## config.mk

```make
export PLATFORM = sky130hd
export DESIGN_NAME = pbc_mux
export DESIGN_NICKNAME = d
export VERILOG_FILES = /design/src/hdl/pbc_pkg.sv /design/src/hdl/pbc_mux.sv
export SDC_FILE = /design/constraint.sdc
export NUM_CORES = 1
export LEC_CHECK = 0
export CAP_MARGIN = 10
export CORE_ASPECT_RATIO = 0.7
export CORE_MARGIN = 10
export CORE_UTILIZATION = 40
export DETAILED_ROUTE_END_ITERATION = 10
export DONT_BUFFER_PORTS = 1
export HOLD_SLACK_MARGIN = 0.12
export PLACE_DENSITY = 0.65
export SLEW_MARGIN = 20
export SYNTH_ARGS = -nofsm -noshare
export SYNTH_HDL_FRONTEND = slang
export SYNTH_SLANG_ARGS = --single-unit
```

## constraint.sdc

```tcl
create_clock -name aclk -period 2.45 [get_ports aclk]
set_input_delay 0.1225 -clock aclk [delete_from_list [all_inputs] [get_ports aclk]]
set_output_delay 0.1225 -clock aclk [all_outputs]
set_load 0.01 [all_outputs]
```

## src/hdl/pbc_pkg.sv

```systemverilog
// package: register map, field layout and carrier types of the port b/c mux
package pbc_pkg;

   localparam int unsigned AW = 8;
   localparam int unsigned DW = 32;

   // register byte offsets
   localparam logic [AW-1:0] OFS_B_CFG   = 8'h00;
   localparam logic [AW-1:0] OFS_C_CFG   = 8'h04;
   localparam logic [AW-1:0] OFS_B_OUT   = 8'h08;
   localparam logic [AW-1:0] OFS_B_OE    = 8'h0C;
   localparam logic [AW-1:0] OFS_C_OUT   = 8'h10;
   localparam logic [AW-1:0] OFS_C_OE    = 8'h14;
   localparam logic [AW-1:0] OFS_PIN_IN  = 8'h18;
   localparam logic [AW-1:0] OFS_CTRL    = 8'h1C;
   localparam logic [AW-1:0] OFS_IRQ_ST  = 8'h20;
   localparam logic [AW-1:0] OFS_IRQ_MSK = 8'h24;

   // field positions of the control register
   localparam int unsigned CTRL_T0_CNT = 0;
   localparam int unsigned CTRL_T1_CNT = 1;
   localparam int unsigned CTRL_T2_CNT = 2;
   localparam int unsigned CTRL_IRQ0_EDGE = 3;
   localparam int unsigned CTRL_IRQ1_EDGE = 4;
   localparam int unsigned CTRL_W = 5;

   // irq status bit positions
   localparam int unsigned IRQ_EXT0 = 0;
   localparam int unsigned IRQ_EXT1 = 1;
   localparam int unsigned IRQ_EXT4 = 2;
   localparam int unsigned IRQ_EXT5 = 3;
   localparam int unsigned IRQ_EXT6 = 4;
   localparam int unsigned IRQ_W = 5;

   // port bit positions
   localparam int unsigned PB_T2 = 0;
   localparam int unsigned PB_T2EXT = 1;
   localparam int unsigned PB_RX1 = 2;
   localparam int unsigned PB_TX1 = 3;
   localparam int unsigned PB_IRQ4 = 4;
   localparam int unsigned PB_IRQ5 = 5;
   localparam int unsigned PB_IRQ6 = 6;
   localparam int unsigned PB_T2OV = 7;
   localparam int unsigned PC_RX0 = 0;
   localparam int unsigned PC_TX0 = 1;
   localparam int unsigned PC_IRQ0 = 2;
   localparam int unsigned PC_IRQ1 = 3;
   localparam int unsigned PC_T0 = 4;
   localparam int unsigned PC_T1 = 5;
   localparam int unsigned PB_W = 8;
   localparam int unsigned PC_W = 6;

   localparam logic [1:0] RESP_OKAY   = 2'h0;
   localparam logic [1:0] RESP_SLVERR = 2'h2;
   localparam logic [DW-1:0] ZERO_WORD = 32'h0000_0000;

   // signals toward the on-chip peripherals
   typedef struct packed {
      logic t0_count;
      logic t1_count;
      logic t2_count;
      logic t2_capture;
      logic ser0_rx;
      logic ser1_rx;
   } pbc_periph_in_t;

   // signals from the on-chip peripherals
   typedef struct packed {
      logic ser0_tx;
      logic ser1_tx;
      logic t2_overflow;
   } pbc_periph_out_t;

   // pin drive for one port
   typedef struct packed {
      logic [PB_W-1:0] out;
      logic [PB_W-1:0] oe;
   } pbc_pin_drv_t;

endpackage

```

## src/hdl/pbc_mux.sv

```systemverilog
// port b bits 0-7 and port c bits 0-5 alternate function multiplexer
//
// Functional notes
// - b0: port bit, or timer2 count input
// - timer2 counts pin only when counter-selected
// - b1: port bit, or timer2 capture/reload input
// - b2: port bit, or serial1 receive input
// - b3: port bit, or serial1 clock/transmit output
// - b4: irq4 on rising edge
// - b5: irq5 on falling edge
// - b6: irq6 on rising edge
// - b7: port bit, or timer2 overflow output
// - overflow output high exactly one cycle
// - c0: port bit, or serial0 receive input
// - c1: port bit, or serial0 clock/transmit output
// - c2: irq0 active low, edge or level
// - c3: irq1 active low, edge or level
// - c4: timer0 count input when counter-selected
// - c5: timer1 count input when counter-selected
//
// The implementer's own choices: the address map and the AXI4-Lite interface to the registers.
module pbc_mux
   import pbc_pkg::*;
(
   // clock and reset
   input  wire logic                 aclk,
   input  wire logic                 aresetn,
   // axi4-lite write address
   input  wire logic [AW-1:0]        s_axi_awaddr,
   input  wire logic                 s_axi_awvalid,
   output logic                      s_axi_awready,
   // axi4-lite write data
   input  wire logic [DW-1:0]        s_axi_wdata,
   input  wire logic [DW/8-1:0]      s_axi_wstrb,
   input  wire logic                 s_axi_wvalid,
   output logic                      s_axi_wready,
   // axi4-lite write response
   output logic [1:0]                s_axi_bresp,
   output logic                      s_axi_bvalid,
   input  wire logic                 s_axi_bready,
   // axi4-lite read
   input  wire logic [AW-1:0]        s_axi_araddr,
   input  wire logic                 s_axi_arvalid,
   output logic                      s_axi_arready,
   output logic [DW-1:0]             s_axi_rdata,
   output logic [1:0]                s_axi_rresp,
   output logic                      s_axi_rvalid,
   input  wire logic                 s_axi_rready,
   // pins
   input  wire logic [PB_W-1:0]      portb_in,
   output pbc_pkg::pbc_pin_drv_t     portb_drv,
   input  wire logic [PC_W-1:0]      portc_in,
   output pbc_pkg::pbc_pin_drv_t     portc_drv,
   // on-chip peripherals
   input  pbc_pkg::pbc_periph_out_t  periph_out,
   output pbc_pkg::pbc_periph_in_t   periph_in,
   // interrupts
   output logic                      irq
);
   import pbc_pkg::*;

   logic [PB_W-1:0]   port_b_altfunc_config_reg;
   logic [PC_W-1:0]   port_c_altfunc_config_reg;
   logic [PB_W-1:0]   b_out_reg;
   logic [PB_W-1:0]   b_oe_reg;
   logic [PC_W-1:0]   c_out_reg;
   logic [PC_W-1:0]   c_oe_reg;
   logic [CTRL_W-1:0] ctrl_reg;
   logic [IRQ_W-1:0]  irq_st_reg;
   logic [IRQ_W-1:0]  irq_msk_reg;
   logic [IRQ_W-1:0]  irq_set;
   logic [PB_W-1:0]   b_s1_reg;
   logic [PB_W-1:0]   b_s2_reg;
   logic [PB_W-1:0]   b_d_reg;
   logic [PC_W-1:0]   c_s1_reg;
   logic [PC_W-1:0]   c_s2_reg;
   logic [PC_W-1:0]   c_d_reg;
   logic [AW-1:0]     awaddr_reg;
   logic [DW-1:0]     wdata_reg;
   logic [DW/8-1:0]   wstrb_reg;
   logic              aw_full_reg;
   logic              w_full_reg;
   logic              do_write;
   logic [DW-1:0]     wmask;
   logic [DW-1:0]     rd_word;
   logic              rd_hit;
   logic              wr_hit;

   // two-flop synchronisers on every pin input; third stage for edges
   always_ff @(posedge aclk) begin
      if (!aresetn) begin
         b_s1_reg <= '0;
         b_s2_reg <= '0;
         b_d_reg  <= '0;
         c_s1_reg <= '1;
         c_s2_reg <= '1;
         c_d_reg  <= '1;
      end else begin
         b_s1_reg <= portb_in;
         b_s2_reg <= b_s1_reg;
         b_d_reg  <= b_s2_reg;
         c_s1_reg <= portc_in;
         c_s2_reg <= c_s1_reg;
         c_d_reg  <= c_s2_reg;
      end
   end

   // ---------------- axi4-lite write ----------------
   // address and data are latched separately, in either order
   assign do_write = aw_full_reg && w_full_reg && !s_axi_bvalid;

   always_ff @(posedge aclk) begin
      if (!aresetn) begin
         aw_full_reg   <= 1'b0;
         w_full_reg    <= 1'b0;
         awaddr_reg    <= '0;
         wdata_reg     <= ZERO_WORD;
         wstrb_reg     <= '0;
         s_axi_awready <= 1'b0;
         s_axi_wready  <= 1'b0;
         s_axi_bvalid  <= 1'b0;
         s_axi_bresp   <= RESP_OKAY;
      end else begin
         s_axi_awready <= !aw_full_reg && !s_axi_awready && !do_write;
         s_axi_wready  <= !w_full_reg && !s_axi_wready && !do_write;
         if (s_axi_awvalid && s_axi_awready) begin
            aw_full_reg <= 1'b1;
            awaddr_reg  <= s_axi_awaddr;
         end
         if (s_axi_wvalid && s_axi_wready) begin
            w_full_reg <= 1'b1;
            wdata_reg  <= s_axi_wdata;
            wstrb_reg  <= s_axi_wstrb;
         end
         if (do_write) begin
            aw_full_reg  <= 1'b0;
            w_full_reg   <= 1'b0;
            s_axi_bvalid <= 1'b1;
            s_axi_bresp  <= wr_hit ? RESP_OKAY : RESP_SLVERR;
         end else if (s_axi_bvalid && s_axi_bready) begin
            s_axi_bvalid <= 1'b0;
         end
      end
   end

   always_comb begin
      wr_hit = 1'b1;
      case (awaddr_reg)
         OFS_B_CFG, OFS_C_CFG, OFS_B_OUT, OFS_B_OE, OFS_C_OUT,
         OFS_C_OE, OFS_PIN_IN, OFS_CTRL, OFS_IRQ_ST,
         OFS_IRQ_MSK: wr_hit = 1'b1;
         default: wr_hit = 1'b0;
      endcase
   end

   // byte enables expand to a bit mask
   generate
      for (genvar i = 0; i < DW/8; i++) begin : g_strb
         assign wmask[8*i +: 8] = {8{wstrb_reg[i]}};
      end
   endgenerate

   // configuration registers; all selects clear on reset
   always_ff @(posedge aclk) begin
      if (!aresetn) begin
         port_b_altfunc_config_reg <= '0;
         port_c_altfunc_config_reg <= '0;
         b_out_reg   <= '0;
         b_oe_reg    <= '0;
         c_out_reg   <= '0;
         c_oe_reg    <= '0;
         ctrl_reg    <= '0;
         irq_msk_reg <= '0;
      end else if (do_write) begin
         case (awaddr_reg)
            OFS_B_CFG: port_b_altfunc_config_reg <=
               (port_b_altfunc_config_reg & ~wmask[PB_W-1:0])
               | (wdata_reg[PB_W-1:0] & wmask[PB_W-1:0]);
            OFS_C_CFG: port_c_altfunc_config_reg <=
               (port_c_altfunc_config_reg & ~wmask[PC_W-1:0])
               | (wdata_reg[PC_W-1:0] & wmask[PC_W-1:0]);
            OFS_B_OUT: b_out_reg <= (b_out_reg & ~wmask[PB_W-1:0])
               | (wdata_reg[PB_W-1:0] & wmask[PB_W-1:0]);
            OFS_B_OE: b_oe_reg <= (b_oe_reg & ~wmask[PB_W-1:0])
               | (wdata_reg[PB_W-1:0] & wmask[PB_W-1:0]);
            OFS_C_OUT: c_out_reg <= (c_out_reg & ~wmask[PC_W-1:0])
               | (wdata_reg[PC_W-1:0] & wmask[PC_W-1:0]);
            OFS_C_OE: c_oe_reg <= (c_oe_reg & ~wmask[PC_W-1:0])
               | (wdata_reg[PC_W-1:0] & wmask[PC_W-1:0]);
            OFS_CTRL: ctrl_reg <= (ctrl_reg & ~wmask[CTRL_W-1:0])
               | (wdata_reg[CTRL_W-1:0] & wmask[CTRL_W-1:0]);
            OFS_IRQ_MSK: irq_msk_reg <= (irq_msk_reg & ~wmask[IRQ_W-1:0])
               | (wdata_reg[IRQ_W-1:0] & wmask[IRQ_W-1:0]);
            default: ;
         endcase
      end
   end

   // ---------------- axi4-lite read ----------------
   always_comb begin
      rd_word = ZERO_WORD;
      rd_hit  = 1'b1;
      case (s_axi_araddr)
         OFS_B_CFG:   rd_word[PB_W-1:0]   = port_b_altfunc_config_reg;
         OFS_C_CFG:   rd_word[PC_W-1:0]   = port_c_altfunc_config_reg;
         OFS_B_OUT:   rd_word[PB_W-1:0]   = b_out_reg;
         OFS_B_OE:    rd_word[PB_W-1:0]   = b_oe_reg;
         OFS_C_OUT:   rd_word[PC_W-1:0]   = c_out_reg;
         OFS_C_OE:    rd_word[PC_W-1:0]   = c_oe_reg;
         OFS_PIN_IN:  rd_word[PB_W+PC_W-1:0] = {c_s2_reg, b_s2_reg};
         OFS_CTRL:    rd_word[CTRL_W-1:0] = ctrl_reg;
         OFS_IRQ_ST:  rd_word[IRQ_W-1:0]  = irq_st_reg;
         OFS_IRQ_MSK: rd_word[IRQ_W-1:0]  = irq_msk_reg;
         default:     rd_hit = 1'b0;
      endcase
   end

   always_ff @(posedge aclk) begin
      if (!aresetn) begin
         s_axi_arready <= 1'b0;
         s_axi_rvalid  <= 1'b0;
         s_axi_rdata   <= ZERO_WORD;
         s_axi_rresp   <= RESP_OKAY;
      end else begin
         s_axi_arready <= !s_axi_arready && !s_axi_rvalid && s_axi_arvalid;
         if (s_axi_arvalid && s_axi_arready) begin
            s_axi_rvalid <= 1'b1;
            s_axi_rdata  <= rd_word;
            s_axi_rresp  <= rd_hit ? RESP_OKAY : RESP_SLVERR;
         end else if (s_axi_rvalid && s_axi_rready) begin
            s_axi_rvalid <= 1'b0;
         end
      end
   end

   // ---------------- external interrupt detection ----------------
   // an unselected pin raises nothing
   always_comb begin
      irq_set = '0;
      irq_set[IRQ_EXT4] = port_b_altfunc_config_reg[PB_IRQ4]
         && b_s2_reg[PB_IRQ4] && !b_d_reg[PB_IRQ4];
      irq_set[IRQ_EXT5] = port_b_altfunc_config_reg[PB_IRQ5]
         && !b_s2_reg[PB_IRQ5] && b_d_reg[PB_IRQ5];
      irq_set[IRQ_EXT6] = port_b_altfunc_config_reg[PB_IRQ6]
         && b_s2_reg[PB_IRQ6] && !b_d_reg[PB_IRQ6];
      // level mode keeps setting while the pin is held low
      irq_set[IRQ_EXT0] = port_c_altfunc_config_reg[PC_IRQ0]
         && !c_s2_reg[PC_IRQ0]
         && (!ctrl_reg[CTRL_IRQ0_EDGE] || c_d_reg[PC_IRQ0]);
      irq_set[IRQ_EXT1] = port_c_altfunc_config_reg[PC_IRQ1]
         && !c_s2_reg[PC_IRQ1]
         && (!ctrl_reg[CTRL_IRQ1_EDGE] || c_d_reg[PC_IRQ1]);
   end

   // sticky status, write one to clear; a new event wins over the clear
   always_ff @(posedge aclk) begin
      if (!aresetn) begin
         irq_st_reg <= '0;
      end else if (do_write && awaddr_reg == OFS_IRQ_ST) begin
         irq_st_reg <= (irq_st_reg & ~(wdata_reg[IRQ_W-1:0]
            & wmask[IRQ_W-1:0])) | irq_set;
      end else begin
         irq_st_reg <= irq_st_reg | irq_set;
      end
   end

   always_ff @(posedge aclk) begin
      if (!aresetn) begin
         irq <= 1'b0;
      end else begin
         irq <= |(irq_st_reg & irq_msk_reg);
      end
   end

   // ---------------- peripheral inputs ----------------
   // deselected or timer-mode inputs are held inactive
   always_ff @(posedge aclk) begin
      if (!aresetn) begin
         periph_in <= '0;
      end else begin
         periph_in.t2_count <= port_b_altfunc_config_reg[PB_T2]
            && ctrl_reg[CTRL_T2_CNT] && b_s2_reg[PB_T2];
         periph_in.t2_capture <= port_b_altfunc_config_reg[PB_T2EXT]
            && b_s2_reg[PB_T2EXT];
         // idle serial line is high
         periph_in.ser1_rx <= !port_b_altfunc_config_reg[PB_RX1]
            || b_s2_reg[PB_RX1];
         periph_in.ser0_rx <= !port_c_altfunc_config_reg[PC_RX0]
            || c_s2_reg[PC_RX0];
         periph_in.t0_count <= port_c_altfunc_config_reg[PC_T0]
            && ctrl_reg[CTRL_T0_CNT] && c_s2_reg[PC_T0];
         periph_in.t1_count <= port_c_altfunc_config_reg[PC_T1]
            && ctrl_reg[CTRL_T1_CNT] && c_s2_reg[PC_T1];
      end
   end

   // ---------------- pin drivers ----------------
   // input-only alternates leave the pin undriven
   always_ff @(posedge aclk) begin
      if (!aresetn) begin
         portb_drv <= '0;
         portc_drv <= '0;
      end else begin
         portb_drv.out <= b_out_reg;
         portb_drv.oe  <= b_oe_reg & ~port_b_altfunc_config_reg;
         portc_drv.out <= '0;
         portc_drv.oe  <= '0;
         portc_drv.out[PC_W-1:0] <= c_out_reg;
         portc_drv.oe[PC_W-1:0]  <= c_oe_reg
            & ~port_c_altfunc_config_reg;
         if (port_b_altfunc_config_reg[PB_TX1]) begin
            portb_drv.out[PB_TX1] <= periph_out.ser1_tx;
            portb_drv.oe[PB_TX1]  <= 1'b1;
         end
         // peripheral gives a one-cycle pulse; passed through unstretched
         if (port_b_altfunc_config_reg[PB_T2OV]) begin
            portb_drv.out[PB_T2OV] <= periph_out.t2_overflow;
            portb_drv.oe[PB_T2OV]  <= 1'b1;
         end
         if (port_c_altfunc_config_reg[PC_TX0]) begin
            portc_drv.out[PC_TX0] <= periph_out.ser0_tx;
            portc_drv.oe[PC_TX0]  <= 1'b1;
         end
      end
   end

endmodule

```

==> impl_summary.log <==
[metrics] routability congestion estimate: 0.892
[metrics] row count: 38
[metrics] power density relative to cell area: 751 nW/um^2
[metrics] Worst Clk Skew: about 13 ps
[metrics] Net count, final: 788
[metrics] IO Pins: 156
[metrics] path type of the worst min-delay path: input pin to register
[metrics] arrival time worst endpoint: around 2700 ps
[metrics] result of the run: completed
[metrics] Worst Path Max Fanout: 6
[metrics] cell types occupying the most area after synthesis: sky130_fd_sc_hd__dfxtp_1 (52%), sky130_fd_sc_hd__mux2i_1 (11%), sky130_fd_sc_hd__nor2_1 (4.8%)
[metrics] setup repair after global routing missed its margin: false
[metrics] MaxCap Viol Count: 0
[metrics] worst vdd ir: 358 uV
[metrics] cells after synthesis: 664
[metrics] clock slew seen by the registers of the worst setup and hold paths: 70 ps
[metrics] number of sinks handled by clock tree synthesis: 165
[metrics] DR vias/cell: 5.23
[metrics] required time reported for the critical path endpoint: 2810 ps
[metrics] setup TNS: 0 ps
[metrics] Distinct cells, synth: 47
[metrics] layout filler cell count: 1461
[metrics] power share of the combinational group: 4.9%
[metrics] number of synthesized flops with an enable pin: 0
[metrics] leakage power of the design: 3.07 nW
[metrics] wire length of the first global-routing pass: about 29 mm
[metrics] Finish-stage setup viols: 0
[metrics] area inside the core boundary: 15500 um^2
[metrics] detailed-route wire length: 18.5 mm
[metrics] post-route fraction of the period consumed by the critical path: 95.8%
[metrics] final hold violation count: 0
[metrics] Starting Density: 40.9%
[metrics] overall die area: 21400 um^2
[metrics] layout cell share with drive strength beyond 1: 7.72%
[metrics] detailed-route via count: 4841
[metrics] Placed Instances: just over 800
[metrics] mean area per synthesized cell: 9.59 um^2
[metrics] Critical Path Source Type: register
[metrics] Initial DRT Pass Iterations: 5
[metrics] most frequent cell after synthesis: sky130_fd_sc_hd__dfxtp_1
[metrics] number of flip-flops and latches in the synthesized netlist: 165
[metrics] netlist area before placement: roughly 6400 um^2
[metrics] antenna cells: 0
[metrics] initial DRC count: 452
[metrics] setup slack, reg-to-reg: 100 ps
[metrics] number of global-route vias before repair: around 5000
[metrics] number of warnings printed during yosys synthesis: 0
[metrics] switching fraction of total power: approximately a quarter
[metrics] floorplan die width: 171 um
[metrics] post-synth top area cell: sky130_fd_sc_hd__dfxtp_1
[metrics] Switching Power: between 1 and 1.5 mW
[metrics] Design Power: 5.75 mW
[metrics] sort of element at the end of the critical path: register
[metrics] die height: 126 um
[metrics] Post-CTS Setup Repair Bufs: 0
[metrics] Worst Tran Pin Value: between 700 and 800 ps
[metrics] filler-free cell count of the finished design: between 900 and 1000
[metrics] estimated wirelength of the detail-placed design: 12.7 mm
[metrics] total grt overflow: 0
[metrics] most instantiated flip-flop cell in the synthesis netlist: sky130_fd_sc_hd__dfxtp_1
[metrics] top post-synthesis cells by count: sky130_fd_sc_hd__dfxtp_1 (165), sky130_fd_sc_hd__nor2_1 (82), sky130_fd_sc_hd__mux2i_1 (67)
[metrics] fin. max-slew vios: 0
[metrics] average wire per cell in the routed design: 20.0 um
[metrics] part of the total power dissipated in the clock network: 46.7%
[metrics] FFs w/ async S/R, synth: 0%
[metrics] initial antenna violation count: 0
[metrics] Rel. slew slack: 49.4%
[metrics] share of the yosys chip area belonging to registers: between 50% and 60%
[metrics] cell at the root of the clock tree: sky130_fd_sc_hd__clkbuf_16
[metrics] maximum frequency from static timing analysis: 426 MHz
[metrics] clock buffer depth: 2
[metrics] number of I/O port buffers: 0
[metrics] Setup CP Type: register to register
[metrics] maximum number of pins on one net before global-route repair: 69
[metrics] internal power contribution: 4.38 mW
[metrics] number of DRC violations after detailed routing: 0
[metrics] clock network latency to the later pin of the worst-skew pair: about 420 ps
[metrics] area share of the largest cell type after synthesis: between 50% and 60%
[metrics] Min Clock Period, post-route: 2350 ps
[metrics] TritonCTS clock tree: yes
[metrics] P&R area growth vs syn: 20.4%
[metrics] H-Tree Level Count: 4
[metrics] antenna viol nets, final: 0
[metrics] Reg power frac: 48.4%
[metrics] total global routing track utilization: around 17%
[metrics] number of buffers created by CTS: 17
==> critical path: stages (launching register included) <==
cell and delay, ps:
sky130_fd_sc_hd__dfxtp_1 460, sky130_fd_sc_hd__nand2_1 160, sky130_fd_sc_hd__nor3_1 660, sky130_fd_sc_hd__o21ai_0 210
sky130_fd_sc_hd__a31oi_1 200, sky130_fd_sc_hd__dlygate4sd3_1 590
==> cells by family (layout without fill, tap and decap cells) <==
group / count (synthesis) / after routing / share of synthesized area, %
AND/OR/NAND/NOR: 262 / 262 / 21.9
flip-flops: 165 / 165 / 51.9
AO/OA/AOI/OAI: 93 / 93 / 9.08
buffers and inverters: 73 / 111 / 6.05
multiplexers: 70 / 70 / 11.1
other: 1 / 24 / 0.0589
==> area by class of cell <==
class / instances / area, um^2 / area share (%)
Clock buffer: 18 / 429 / 5.60
Inverter: 8 / 30.0 / 0.392
Clock inverter: 14 / 163 / 2.12
Multi-Input combinational cell: 449 / 2770 / 36.1
Tap cell: 200 / 250 / 3.27
Sequential cell: 165 / 3300 / 43.1
Timing Repair Buffer: 71 / 721 / 9.41
==> routing by layer <==
metal / vias to the layer above / part of all wire, % / global-route usage (%) / wire (um)
met5: - / 0 / 0 / 0
met4: 0 / 0.71 / 4.06 / 132
met3: 16 / 8.5 / 6.07 / 1580
met2: 179 / 44 / 26.1 / 8100
met1: 2319 / 47 / 23.4 / 8700
li1: 2327 / - / - / -
==> power groups by stage <==
stage / sequential [mW] / clock [mW] / combinational, mW
6_report: 2.78 / 2.69 / 0.279
3_3_place_gp: 2.84 / 0 / 0.169
5_1_grt: 2.79 / 2.85 / 0.308
3_5_place_dp: 2.84 / 0 / 0.173
4_1_cts: 2.78 / 2.73 / 0.275
2_1_floorplan: 2.81 / 0 / 0.211
==> what timing repair did <==
item | CTS | global route
setup endpoints to repair | 0 | 1
gates resized for setup | 0 | 2
hold buffers | 62 | 0
hold endpoints to repair | 94 | 0
==> per-stage QoR <==
stage / worst slack (ps) / util, % / cell area, um^2 / hold WS [ps]
global placement: 357 / 41.3 / 6430 / 209
floorplan: 372 / - / 6450 / 218
detailed placement: 306 / 41.3 / 6430 / 206
global route: 79.9 / 49.3 / 7660 / 156
finish: 103 / 49.3 / 7660 / 142
CTS: 34.5 / 49.3 / 7660 / 124
==> layout by cell type, fill, tap and decap left out, drive strengths merged, types with 8 or more instances in the layout <==
master,count
o21ai,14
nand2b,19
dlygate4sd3,60
nand2,54
nor3b,12
mux2i,67
buf,10
inv,15
dfxtp,165
nor2,85
and2,34
nor3,8
a22oi,13
a21oi,38
conb,24
clkbuf,18
nand3,23
==> path summary, 6_finish.rpt <==
path / startpoint / to / depth (start not counted)
setup / recovery: s_axi_arready$_SDFF_PN0_ / s_axi_rdata[2]$_SDFFE_PN0P_ / 5
hold / removal: s_axi_araddr[5] / s_axi_rdata[4]$_SDFFE_PN0P_ / 4
setup reg to reg: s_axi_arready$_SDFF_PN0_ / s_axi_rdata[2]$_SDFFE_PN0P_ / 5
hold reg to reg: c_s1_reg[4]$_SDFF_PN1_ / c_s2_reg[4]$_SDFF_PN1_ / 1
Note: power is estimated with default switching activity, not from simulation.
